[src/gauge_regs.svh]
/*
  Register offsets, field positions, reset values and timing counts for
  the host command register bank. Assumes a 100 MHz system clock.
*/
`ifndef GAUGE_REGS_SVH
`define GAUGE_REGS_SVH

`define OFS_TRIGGER 7'h00
`define OFS_MODE 7'h01
`define OFS_RATE_LO 7'h02
`define OFS_RATE_HI 7'h03
`define OFS_TTE_LO 7'h04
`define OFS_TTE_HI 7'h05
`define OFS_TEMP_LO 7'h06
`define OFS_TEMP_HI 7'h07
`define OFS_VOLT_LO 7'h08
`define OFS_VOLT_HI 7'h09

`define TRIGGER_KEY 8'hA9
`define UNMAPPED_READ 8'h00

`define BIT_PIN_DIR 7
`define BIT_PIN_LEVEL 6
`define BIT_CAP_LOAD 5
`define BIT_FULL_CHG 4
`define BIT_PART_RST 3
`define BIT_POR 2
`define BIT_FULL_RST 1
`define BIT_SHIP 0

`define PIN_LEVEL_RST 1'b1
`define PIN_DIR_RST 1'b1
`define POR_FLAG_RST 1'b1

`define CLK_FREQ_HZ 100000000
`define REFRESH_S 2
`define REFRESH_CYCLES (`REFRESH_S * `CLK_FREQ_HZ)

`define VOLT_MAX_MV 16'h1388
`define MIN_PER_HOUR 22'h3C
`define DIV_STEPS 5'h16
`define TTE_SATURATE 16'hFFFF

`endif

[src/gauge_pkg.sv]
/*
  Types shared by the host command register bank.
  Assumes gauge_regs.svh supplies the numeric constants.
*/
package gauge_pkg;
  typedef enum logic [0:0] {
    ST_IDLE = 1'b0,
    ST_EXEC = 1'b1
  } cmd_state_e;
  typedef logic [15:0] word_t;
endpackage

[src/gauge_host_command_registers.sv]
/*
  Host-facing low register bank of a battery gauge: command trigger,
  command and pin control, rate input, rate time-to-empty, temperature
  and voltage readouts. Assumes the serial bus engine delivers one-cycle
  byte read and write strobes on clk, and the gauge core supplies the
  samples, the rate capacity and acts on the command pulses.
*/
`include "gauge_regs.svh"

module gauge_host_command_registers #(
  parameter int unsigned REFRESH_CYCLES = `REFRESH_CYCLES
) (
  input wire logic clk,
  input wire logic sys_rst,
  input wire logic [6:0] reg_addr,
  input wire logic [7:0] reg_wdata,
  input wire logic reg_wr,
  input wire logic reg_rd,
  output logic [7:0] reg_rdata,
  input wire logic gpio_in,
  output logic gpio_out,
  output logic gpio_oe,
  input wire logic pack_cfg_dir,
  input wire logic [15:0] rate_capacity,
  input wire logic [15:0] die_temp_sample,
  input wire logic [15:0] battery_mv_sample,
  input wire logic full_charge_reached,
  output logic capacity_load_cmd,
  output logic [15:0] capacity_load_value,
  output logic full_charge_cmd,
  output logic partial_reset_cmd,
  output logic full_reset_cmd,
  output logic ship_mode_cmd
);

  gauge_pkg::cmd_state_e state;
  gauge_pkg::cmd_state_e next_state;
  logic [7:0] trigger_reg;
  logic [5:0] cmd_bits;
  logic pin_dir;
  logic pin_level;
  logic por_flag;
  logic cfg_load;
  logic gpio_meta;
  logic gpio_sync;
  gauge_pkg::word_t rate_current_value;
  gauge_pkg::word_t rate_time_empty;
  gauge_pkg::word_t die_temp;
  gauge_pkg::word_t battery_volt;
  logic [31:0] tick_cnt;
  logic tick;
  logic div_busy;
  logic div_pending;
  logic [4:0] div_cnt;
  logic [16:0] div_rem;
  logic [21:0] div_quo;
  gauge_pkg::word_t div_den;

  // Address decode
  wire wr_trig = reg_wr && (reg_addr == `OFS_TRIGGER);
  wire wr_mode = reg_wr && (reg_addr == `OFS_MODE);
  wire wr_rate_lo = reg_wr && (reg_addr == `OFS_RATE_LO);
  wire wr_rate_hi = reg_wr && (reg_addr == `OFS_RATE_HI);
  wire key_ok = wr_trig && (reg_wdata == `TRIGGER_KEY) && (state == gauge_pkg::ST_IDLE);
  wire exec = (state == gauge_pkg::ST_EXEC);

  // Priority selection of the single command to run
  wire [5:0] pick;
  assign pick[`BIT_CAP_LOAD] = cmd_bits[`BIT_CAP_LOAD];
  assign pick[`BIT_FULL_CHG] = cmd_bits[`BIT_FULL_CHG] && !cmd_bits[5];
  assign pick[`BIT_PART_RST] = cmd_bits[`BIT_PART_RST] && !(|cmd_bits[5:4]);
  assign pick[`BIT_POR] = 1'b0;
  assign pick[`BIT_FULL_RST] = cmd_bits[`BIT_FULL_RST] && !(|cmd_bits[5:3]);
  assign pick[`BIT_SHIP] = cmd_bits[`BIT_SHIP] && !(|cmd_bits[5:3]) && !cmd_bits[1];
  wire reinit = exec && (pick[`BIT_PART_RST] || pick[`BIT_FULL_RST]);

  // Read mux; pin level reads the pin while it is an input
  wire pin_read = pin_dir ? gpio_sync : pin_level;
  wire [7:0] mode_read = {pin_dir, pin_read, cmd_bits[5:3], por_flag, cmd_bits[1:0]};
  wire [7:0] read_mux =
    (reg_addr == `OFS_TRIGGER) ? trigger_reg :
    (reg_addr == `OFS_MODE) ? mode_read :
    (reg_addr == `OFS_RATE_LO) ? rate_current_value[7:0] :
    (reg_addr == `OFS_RATE_HI) ? rate_current_value[15:8] :
    (reg_addr == `OFS_TTE_LO) ? rate_time_empty[7:0] :
    (reg_addr == `OFS_TTE_HI) ? rate_time_empty[15:8] :
    (reg_addr == `OFS_TEMP_LO) ? die_temp[7:0] :
    (reg_addr == `OFS_TEMP_HI) ? die_temp[15:8] :
    (reg_addr == `OFS_VOLT_LO) ? battery_volt[7:0] :
    (reg_addr == `OFS_VOLT_HI) ? battery_volt[15:8] :
    `UNMAPPED_READ;

  // Refresh and clamp
  wire [15:0] volt_clamped = (battery_mv_sample > `VOLT_MAX_MV) ? `VOLT_MAX_MV
                                                                 : battery_mv_sample;

  // Restoring divider for 60 * capacity / rate
  wire [21:0] numerator = 22'(rate_capacity) * `MIN_PER_HOUR;
  wire [16:0] rem_sh = {div_rem[15:0], div_quo[21]};
  wire fits = rem_sh >= {1'b0, div_den};
  wire [16:0] rem_sub = rem_sh - {1'b0, div_den};
  wire div_last = div_busy && (div_cnt == 5'h01);
  wire div_sat = (div_den == 16'h0000) || (|div_quo[20:15] && div_cnt == 5'h01);
  wire [15:0] quo_done = {div_quo[14:0], fits};
  wire div_start = !div_busy && div_pending;

  always_comb begin
    next_state = state;
    case (state)
      gauge_pkg::ST_IDLE: begin
        if (key_ok) begin
          next_state = gauge_pkg::ST_EXEC;
        end
      end
      gauge_pkg::ST_EXEC: begin
        next_state = gauge_pkg::ST_IDLE;
      end
      default: begin
        next_state = gauge_pkg::ST_IDLE;
      end
    endcase
  end

  always_ff @(posedge clk) begin
    if (sys_rst) begin
      state <= gauge_pkg::ST_IDLE;
      trigger_reg <= 8'h00;
    end else begin
      state <= next_state;
      if (key_ok) begin
        trigger_reg <= reg_wdata;
      end else if (exec) begin
        trigger_reg <= 8'h00;
      end
    end
  end

  // Command bits and power-on flag
  always_ff @(posedge clk) begin
    if (sys_rst) begin
      cmd_bits <= 6'h00;
      por_flag <= `POR_FLAG_RST;
    end else begin
      if (exec) begin
        cmd_bits <= 6'h00;
      end else if (wr_mode) begin
        cmd_bits <= reg_wdata[5:0] & 6'h3B;
      end
      if (full_charge_reached || (exec && pick[`BIT_FULL_CHG])) begin
        por_flag <= 1'b0;
      end else if (wr_mode) begin
        por_flag <= reg_wdata[`BIT_POR];
      end
    end
  end

  // Pin control; direction reloads from the pack configuration
  always_ff @(posedge clk) begin
    if (sys_rst) begin
      pin_dir <= `PIN_DIR_RST;
      pin_level <= `PIN_LEVEL_RST;
      cfg_load <= 1'b1;
    end else if (reinit) begin
      pin_level <= `PIN_LEVEL_RST;
      cfg_load <= 1'b1;
    end else if (cfg_load) begin
      pin_dir <= pack_cfg_dir;
      cfg_load <= 1'b0;
      if (wr_mode) begin
        pin_level <= reg_wdata[`BIT_PIN_LEVEL];
      end
    end else if (wr_mode) begin
      pin_dir <= reg_wdata[`BIT_PIN_DIR];
      pin_level <= reg_wdata[`BIT_PIN_LEVEL];
    end
  end

  always_ff @(posedge clk) begin
    if (sys_rst) begin
      gpio_meta <= 1'b1;
      gpio_sync <= 1'b1;
      gpio_out <= 1'b0;
      gpio_oe <= 1'b0;
    end else begin
      gpio_meta <= gpio_in;
      gpio_sync <= gpio_meta;
      gpio_out <= 1'b0;
      gpio_oe <= !pin_dir && !pin_level;
    end
  end

  // Command pulses to the gauge core
  always_ff @(posedge clk) begin
    if (sys_rst) begin
      capacity_load_cmd <= 1'b0;
      capacity_load_value <= 16'h0000;
      full_charge_cmd <= 1'b0;
      partial_reset_cmd <= 1'b0;
      full_reset_cmd <= 1'b0;
      ship_mode_cmd <= 1'b0;
    end else begin
      capacity_load_cmd <= exec && pick[`BIT_CAP_LOAD];
      capacity_load_value <= rate_current_value;
      full_charge_cmd <= exec && pick[`BIT_FULL_CHG];
      partial_reset_cmd <= exec && pick[`BIT_PART_RST];
      full_reset_cmd <= exec && pick[`BIT_FULL_RST];
      ship_mode_cmd <= exec && pick[`BIT_SHIP];
    end
  end

  // Rate input, unsigned magnitude of a discharge current
  always_ff @(posedge clk) begin
    if (sys_rst || reinit) begin
      rate_current_value <= 16'h0000;
    end else if (wr_rate_lo) begin
      rate_current_value[7:0] <= reg_wdata;
    end else if (wr_rate_hi) begin
      rate_current_value[15:8] <= reg_wdata;
    end
  end

  // Two second refresh timebase
  always_ff @(posedge clk) begin
    if (sys_rst) begin
      tick_cnt <= 32'h0000_0000;
      tick <= 1'b0;
    end else begin
      tick <= (tick_cnt == REFRESH_CYCLES - 1);
      tick_cnt <= (tick_cnt == REFRESH_CYCLES - 1) ? 32'h0000_0000 : tick_cnt + 32'h0000_0001;
    end
  end

  // Readouts, written only by the refresh
  always_ff @(posedge clk) begin
    if (sys_rst) begin
      die_temp <= 16'h0000;
      battery_volt <= 16'h0000;
    end else if (tick) begin
      die_temp <= die_temp_sample;
      battery_volt <= volt_clamped;
    end
  end

  // Time-to-empty divider, rerun after rate writes and refresh, except those landing in a start cycle
  always_ff @(posedge clk) begin
    if (sys_rst || reinit) begin
      div_pending <= 1'b1;
      div_busy <= 1'b0;
      div_cnt <= 5'h00;
      div_rem <= 17'h0_0000;
      div_quo <= 22'h00_0000;
      div_den <= 16'h0000;
      rate_time_empty <= 16'h0000;
    end else if (div_start) begin
      div_pending <= 1'b0;
      div_busy <= 1'b1;
      div_cnt <= `DIV_STEPS;
      div_rem <= 17'h0_0000;
      div_quo <= numerator;
      div_den <= rate_current_value;
    end else begin
      if (wr_rate_lo || wr_rate_hi || tick) begin
        div_pending <= 1'b1;
      end
      if (div_busy) begin
        div_rem <= fits ? rem_sub : rem_sh;
        div_quo <= {div_quo[20:0], fits};
        div_cnt <= div_cnt - 5'h01;
      end
      if (div_last) begin
        div_busy <= 1'b0;
        rate_time_empty <= div_sat ? `TTE_SATURATE : quo_done;
      end
    end
  end

  always_ff @(posedge clk) begin
    if (sys_rst) begin
      reg_rdata <= 8'h00;
    end else if (reg_rd) begin
      reg_rdata <= read_mux;
    end
  end
endmodule

[config.mk]
export PLATFORM = sky130hd
export DESIGN_NAME = gauge_host_command_registers
export DESIGN_NICKNAME = d
export VERILOG_FILES = /design/src/gauge_pkg.sv /design/src/gauge_host_command_registers.sv
export VERILOG_INCLUDE_DIRS = /design/src
export SDC_FILE = /design/constraint.sdc
export NUM_CORES = 1
export LEC_CHECK = 0
export CAP_MARGIN = 5
export CORE_MARGIN = 2
export CORE_UTILIZATION = 35
export DETAILED_ROUTE_END_ITERATION = 8
export DONT_BUFFER_PORTS = 1
export PLACE_DENSITY_LB_ADDON = 0.05
export SLEW_MARGIN = 20
export SYNTH_ARGS = -nofsm -noshare
export SYNTH_HDL_FRONTEND = slang
export SYNTH_SLANG_ARGS = --single-unit
[constraint.sdc]
create_clock -name clk -period 10.2 [get_ports clk]
set_clock_uncertainty 0.1 [all_clocks]
set_input_delay 1.53 -clock clk [delete_from_list [all_inputs] [get_ports clk]]
set_output_delay 1.53 -clock clk [all_outputs]
set_load 0.02 [all_outputs]
* Word level (Yosys, flattened, before mapping)
Cells that the tools add are included.
** Word-level totals
- Output and inout port bits :: 31
- Register bits after elaboration :: 208
- Input port bits :: 70
** Cells by class
- Mux-type cells :: 31
- Multipliers :: 1
- Reduce and logical (&&, ||, !) cells :: 52
- Add/subtract/negate cells :: 3
- $lt $le $gt $ge :: 2
- Eq/ne operators :: 12
- Bitwise gates (word level) :: 4
** Operators with widths (count)
- $mux 8 :: 12
- $mux 16 :: 3
- $mux 22 :: 2
- $add 32x1->32 const B :: 1
- $eq 32x28->1 const B :: 1
- $eq 7x3->1 const B :: 4
- $logic_and 1x1->1 :: 21
- $mul 16x4->20 const B :: 1
- $ge 17x16->1 :: 1
- $gt 16x13->1 const B :: 1
- $logic_not 16->1 :: 1
- $sub 16x16->16 :: 1
- $eq 7x2->1 const B :: 2
- $eq 7x4->1 const B :: 2
- $reduce_bool 2->1 :: 6
- $mux 1 :: 11
- $mux 5 :: 2
- $reduce_or 2->1 :: 5
- $eq 8x8->1 const B :: 1
- $eq 7x1->1 const B :: 1
- $logic_not 1->1 :: 7
- $logic_not 7->1 :: 1
- $logic_or 1x1->1 :: 6
- $reduce_and 2->1 :: 3
- other kinds (6) :: 9

* Logic depth before layout (Yosys ltp)
- Depth after elaboration :: 11
- Mapped depth :: 13

* Least setup slack after synthesis
No wires, ideal clock.
- Path type :: in2reg
- Start :: input rate_capacity[4]
- End :: register div_quo[21]
- Stages :: 12
- Required time :: 10.028 ns
- Data arrival time :: 4.235 ns
- Buffers on the path :: 0
- Setup slack :: 5.793 ns
- Path through :: inv_1 fa_1 fa_1 inv_1 ha_1 a21o_1 a21oi_1 a21oi_1 o21ai_1 o31ai_1 nor4_1 mux2i_1
** Between the ends
- Word-level cells in the longest chain between the ends :: 2
** Ends and longest elaborated chain
- from (decl) :: RTL line gauge_host_command_registers.sv:24 : input wire logic [15:0] rate_capacity,
- $mul 16x4->20 (no source line)
- $mux 22 :: RTL line gauge_host_command_registers.sv:254 : end else if (div_start) begin
- to (signal assigned) :: RTL line gauge_host_command_registers.sv:259 : div_quo <= numerator;
- to (signal assigned) :: RTL line gauge_host_command_registers.sv:267 : div_quo <= {div_quo[20:0], fits};
- to (decl) :: RTL line gauge_host_command_registers.sv:56 : logic [21:0] div_quo;
Every way passes these cells.
A chain may end at the register's enable or synchronous reset.

* Final worst setup path
Ends and elaborated chain as after synthesis.

==> reports/results.ini <==
[synthesis]
synth.top_cell.area_share_pct = 37.77
syn_inst = 1246
synth_area_leaders = dfxtp_1 38%, fa_1 5.4%, nor2_1 4.8%, ha_1 4.8%, mux2i_1 4.7%
ys_async_sr_fraction_pct = 0
ys_ff_latch = 208
syn_area_per_cell_um2 = 8.848
yosys.area.top_type = dfxtp_1
synth-edff-count = 0
yosysWarnings = 0
netlist_top_cells_count = 208 x dfxtp_1, 142 x nor2_1, 112 x nand2_1
synthesis.area_mm2 = 0.01102
synth.most_common_cell = dfxtp_1
ys.flop_type = dfxtp_1
synth_fp_nets = 1388
synth_cell_types = 83
ys_seq_area_share_pct = 37.77

[die]
io_pins = 101
rows = 64
start_util_pct = 35.76
fp.dieH_um = 181.5
die_w_um = 181.5
core_mm2 = 0.03083
die_area_mm2 = 0.03293

[clock_tree]
cts_hold_buf = 0
path_clk_slew_ns = 0.06
clk-insertion-delay-late_ns = 0.53
cts_made_buffers = 25
cts.path.max_buffers = 3
cts_tree = yes
root_buffer = clkbuf_16
post_cts_resized = 0
cts_setup_buffers = 0
htree_levels = 1
clkSinkCount = 208

[drt]
routed_via_density = 5.246
dr.pass1.iters = 5
routed_wl_um = 29420
drt-initial-drc-count = 558
ant_nets = 0
wl_per_cell_um = 17.98
drc = 0
vias = 8582

[global_routing]
grt_max_degree = 61
grtUsageTotal_pct = 17.81
gr-total-overflow = 0
antenna_found_initial = 3
grt_pass1_wl_um = 47690
grt_pass1_vias = 8488

[sta]
hold_viol = 0
period_needed_ns = 4.294
drv_slew = 0
timing.final.ws_setup_ns = 5.906
relSlewSlack_pct = 32.07
max_slew.worst_pin.slew_ns = 1.015
setup_viol = 0
rsz0062_at_grt = no
fin_crit_sh_pct = 42.10
fmax_mhz = 232.9
tns_ns = 0

[min_path]
hold_class = register to register

[power]
ir_drop_mv = 0.1365
p_per_area_mw_per_mm2 = 195.2
leakage_nw = 4.715

[finish]
drive_above_1_share_pct = 8.394
n_fill_cell = 3176
final_nets = 1363
top_regs = tick_cnt: 32 flops, div_quo: 22 flops
largest_reg_flops = 32
regMostFlops = tick_cnt
synthToLayoutAreaGrowth_pct = 9.852

[placed_design]
pre_cts_ws_ns = 5.412
port-buffer-count = 0
dp_hpwl_um = 21160
gp_congestion = 0.7727

[outcome]
outcome = complete, no violations

[critical_path]
cp.required_ns = 10.54
worstSetupEndpointType = register
crit_type = input pin to register
cp_max_fo = 5
rrSetupSlack_ns = 6.54
start_kind = input pin
cp_data_arrival_time_ns = 4.64

[job]
drv_cap = 0

## per-stage QoR
| stage | power [W] | std cells | util, % | hold slack [ns] | area, um^2 |
|---|---|---|---|---|---|
| finish | 0.002363 | 1636 | 39.28 | 0.3078 | 12110 |
| CTS | 0.002400 | 1635 | 39.27 | 0.3086 | 12110 |
| global route | 0.002509 | 1636 | 39.28 | 0.3487 | 12110 |
| detailed placement | 0.001528 | 1590 | 36.72 | 0.2929 | 11320 |
| global placement | 0.001531 | 1590 | 36.72 | 0.2906 | 11320 |
| floorplan | 0.001418 | 1246 | - | 0.2895 | 11020 |
## path summary, 6_finish.rpt
kind	cells after the start	to	start
max	12	div_quo[21]$_SDFFE_PP0P_	rate_capacity[4]
min	1	gpio_sync$_SDFF_PP1_	gpio_meta$_SDFF_PP1_
max reg2reg	5	rate_time_empty[3]$_SDFFE_PP0P_	div_busy$_SDFFE_PP0P_
min reg2reg	1	gpio_sync$_SDFF_PP1_	gpio_meta$_SDFF_PP1_
## area by class of cell
type | instances | area [um^2] | share of cell area, %
sequential | 208 | 4165 | 34.39
tap | 396 | 495.5 | 4.091
multi-input combinational | 898 | 6306 | 52.07
antenna | 1 | 2.502 | 0.02066
timing repair buffer | 7 | 52.55 | 0.4339
clock inverter | 10 | 81.33 | 0.6716
clock buffer | 35 | 703.2 | 5.806
inverter | 81 | 304.0 | 2.511
## cells by family (layout without fill, tap and decap cells)
family | Yosys count | in the layout | share of synthesized area, %
compound gates | 282 | 282 | 17.86
xor+xnor | 54 | 54 | 4.290
fa+ha+maj | 72 | 72 | 10.21
other cells | 1 | 2 | 0.03402
buf+inv | 140 | 133 | 5.198
simple gates | 430 | 430 | 19.09
mux | 59 | 59 | 5.538
flops | 208 | 208 | 37.77
## placed cells by master, fill, tap and decap left out, types with 20 or more instances in the layout
| cell | instances |
|---|---|
| a21oi_1 | 90 |
| clkbuf_16 | 25 |
| dfxtp_1 | 207 |
| fa_1 | 30 |
| ha_1 | 42 |
| inv_1 | 77 |
| mux2i_1 | 52 |
| nand2_1 | 112 |
| nand3_1 | 27 |
| nor2_1 | 140 |
| nor2b_1 | 28 |
| nor3_1 | 21 |
| o21ai_0 | 41 |
| o221a_2 | 20 |
| xnor2_1 | 26 |
| xor2_1 | 28 |
## layer usage
layer  global-route usage, %  vias to the layer above  routed length [um]
met1                   23.95                     4061               14090
met5                       0                        -                  27
met3                   3.550                       44                1270
met4                   4.325                        4                 639
met2                   29.35                      147               13390
li1                        -                     4326                   -
## worst max-delay path, cell delays in order
cell     delay, ns
inv_1         0.17
fa_1          0.48
fa_1          0.52
inv_1         0.04
ha_1          0.34
a21o_1        0.17
a21oi_1       0.20
a21oi_1       0.11
o21ai_1       0.31
o31ai_1       0.19
nor4_1        0.34
mux2i_1       0.22
## power by group
part	total (W)	leakage (nW)	switching [W]	internal [W]
logic	0.000620	2.64	0.000367	0.000253
registers	0.000886	1.69	0.0000341	0.000852
clock network	0.000858	0.390	0.000353	0.000505
No activity file was read; power rests on OpenSTA's default activity.
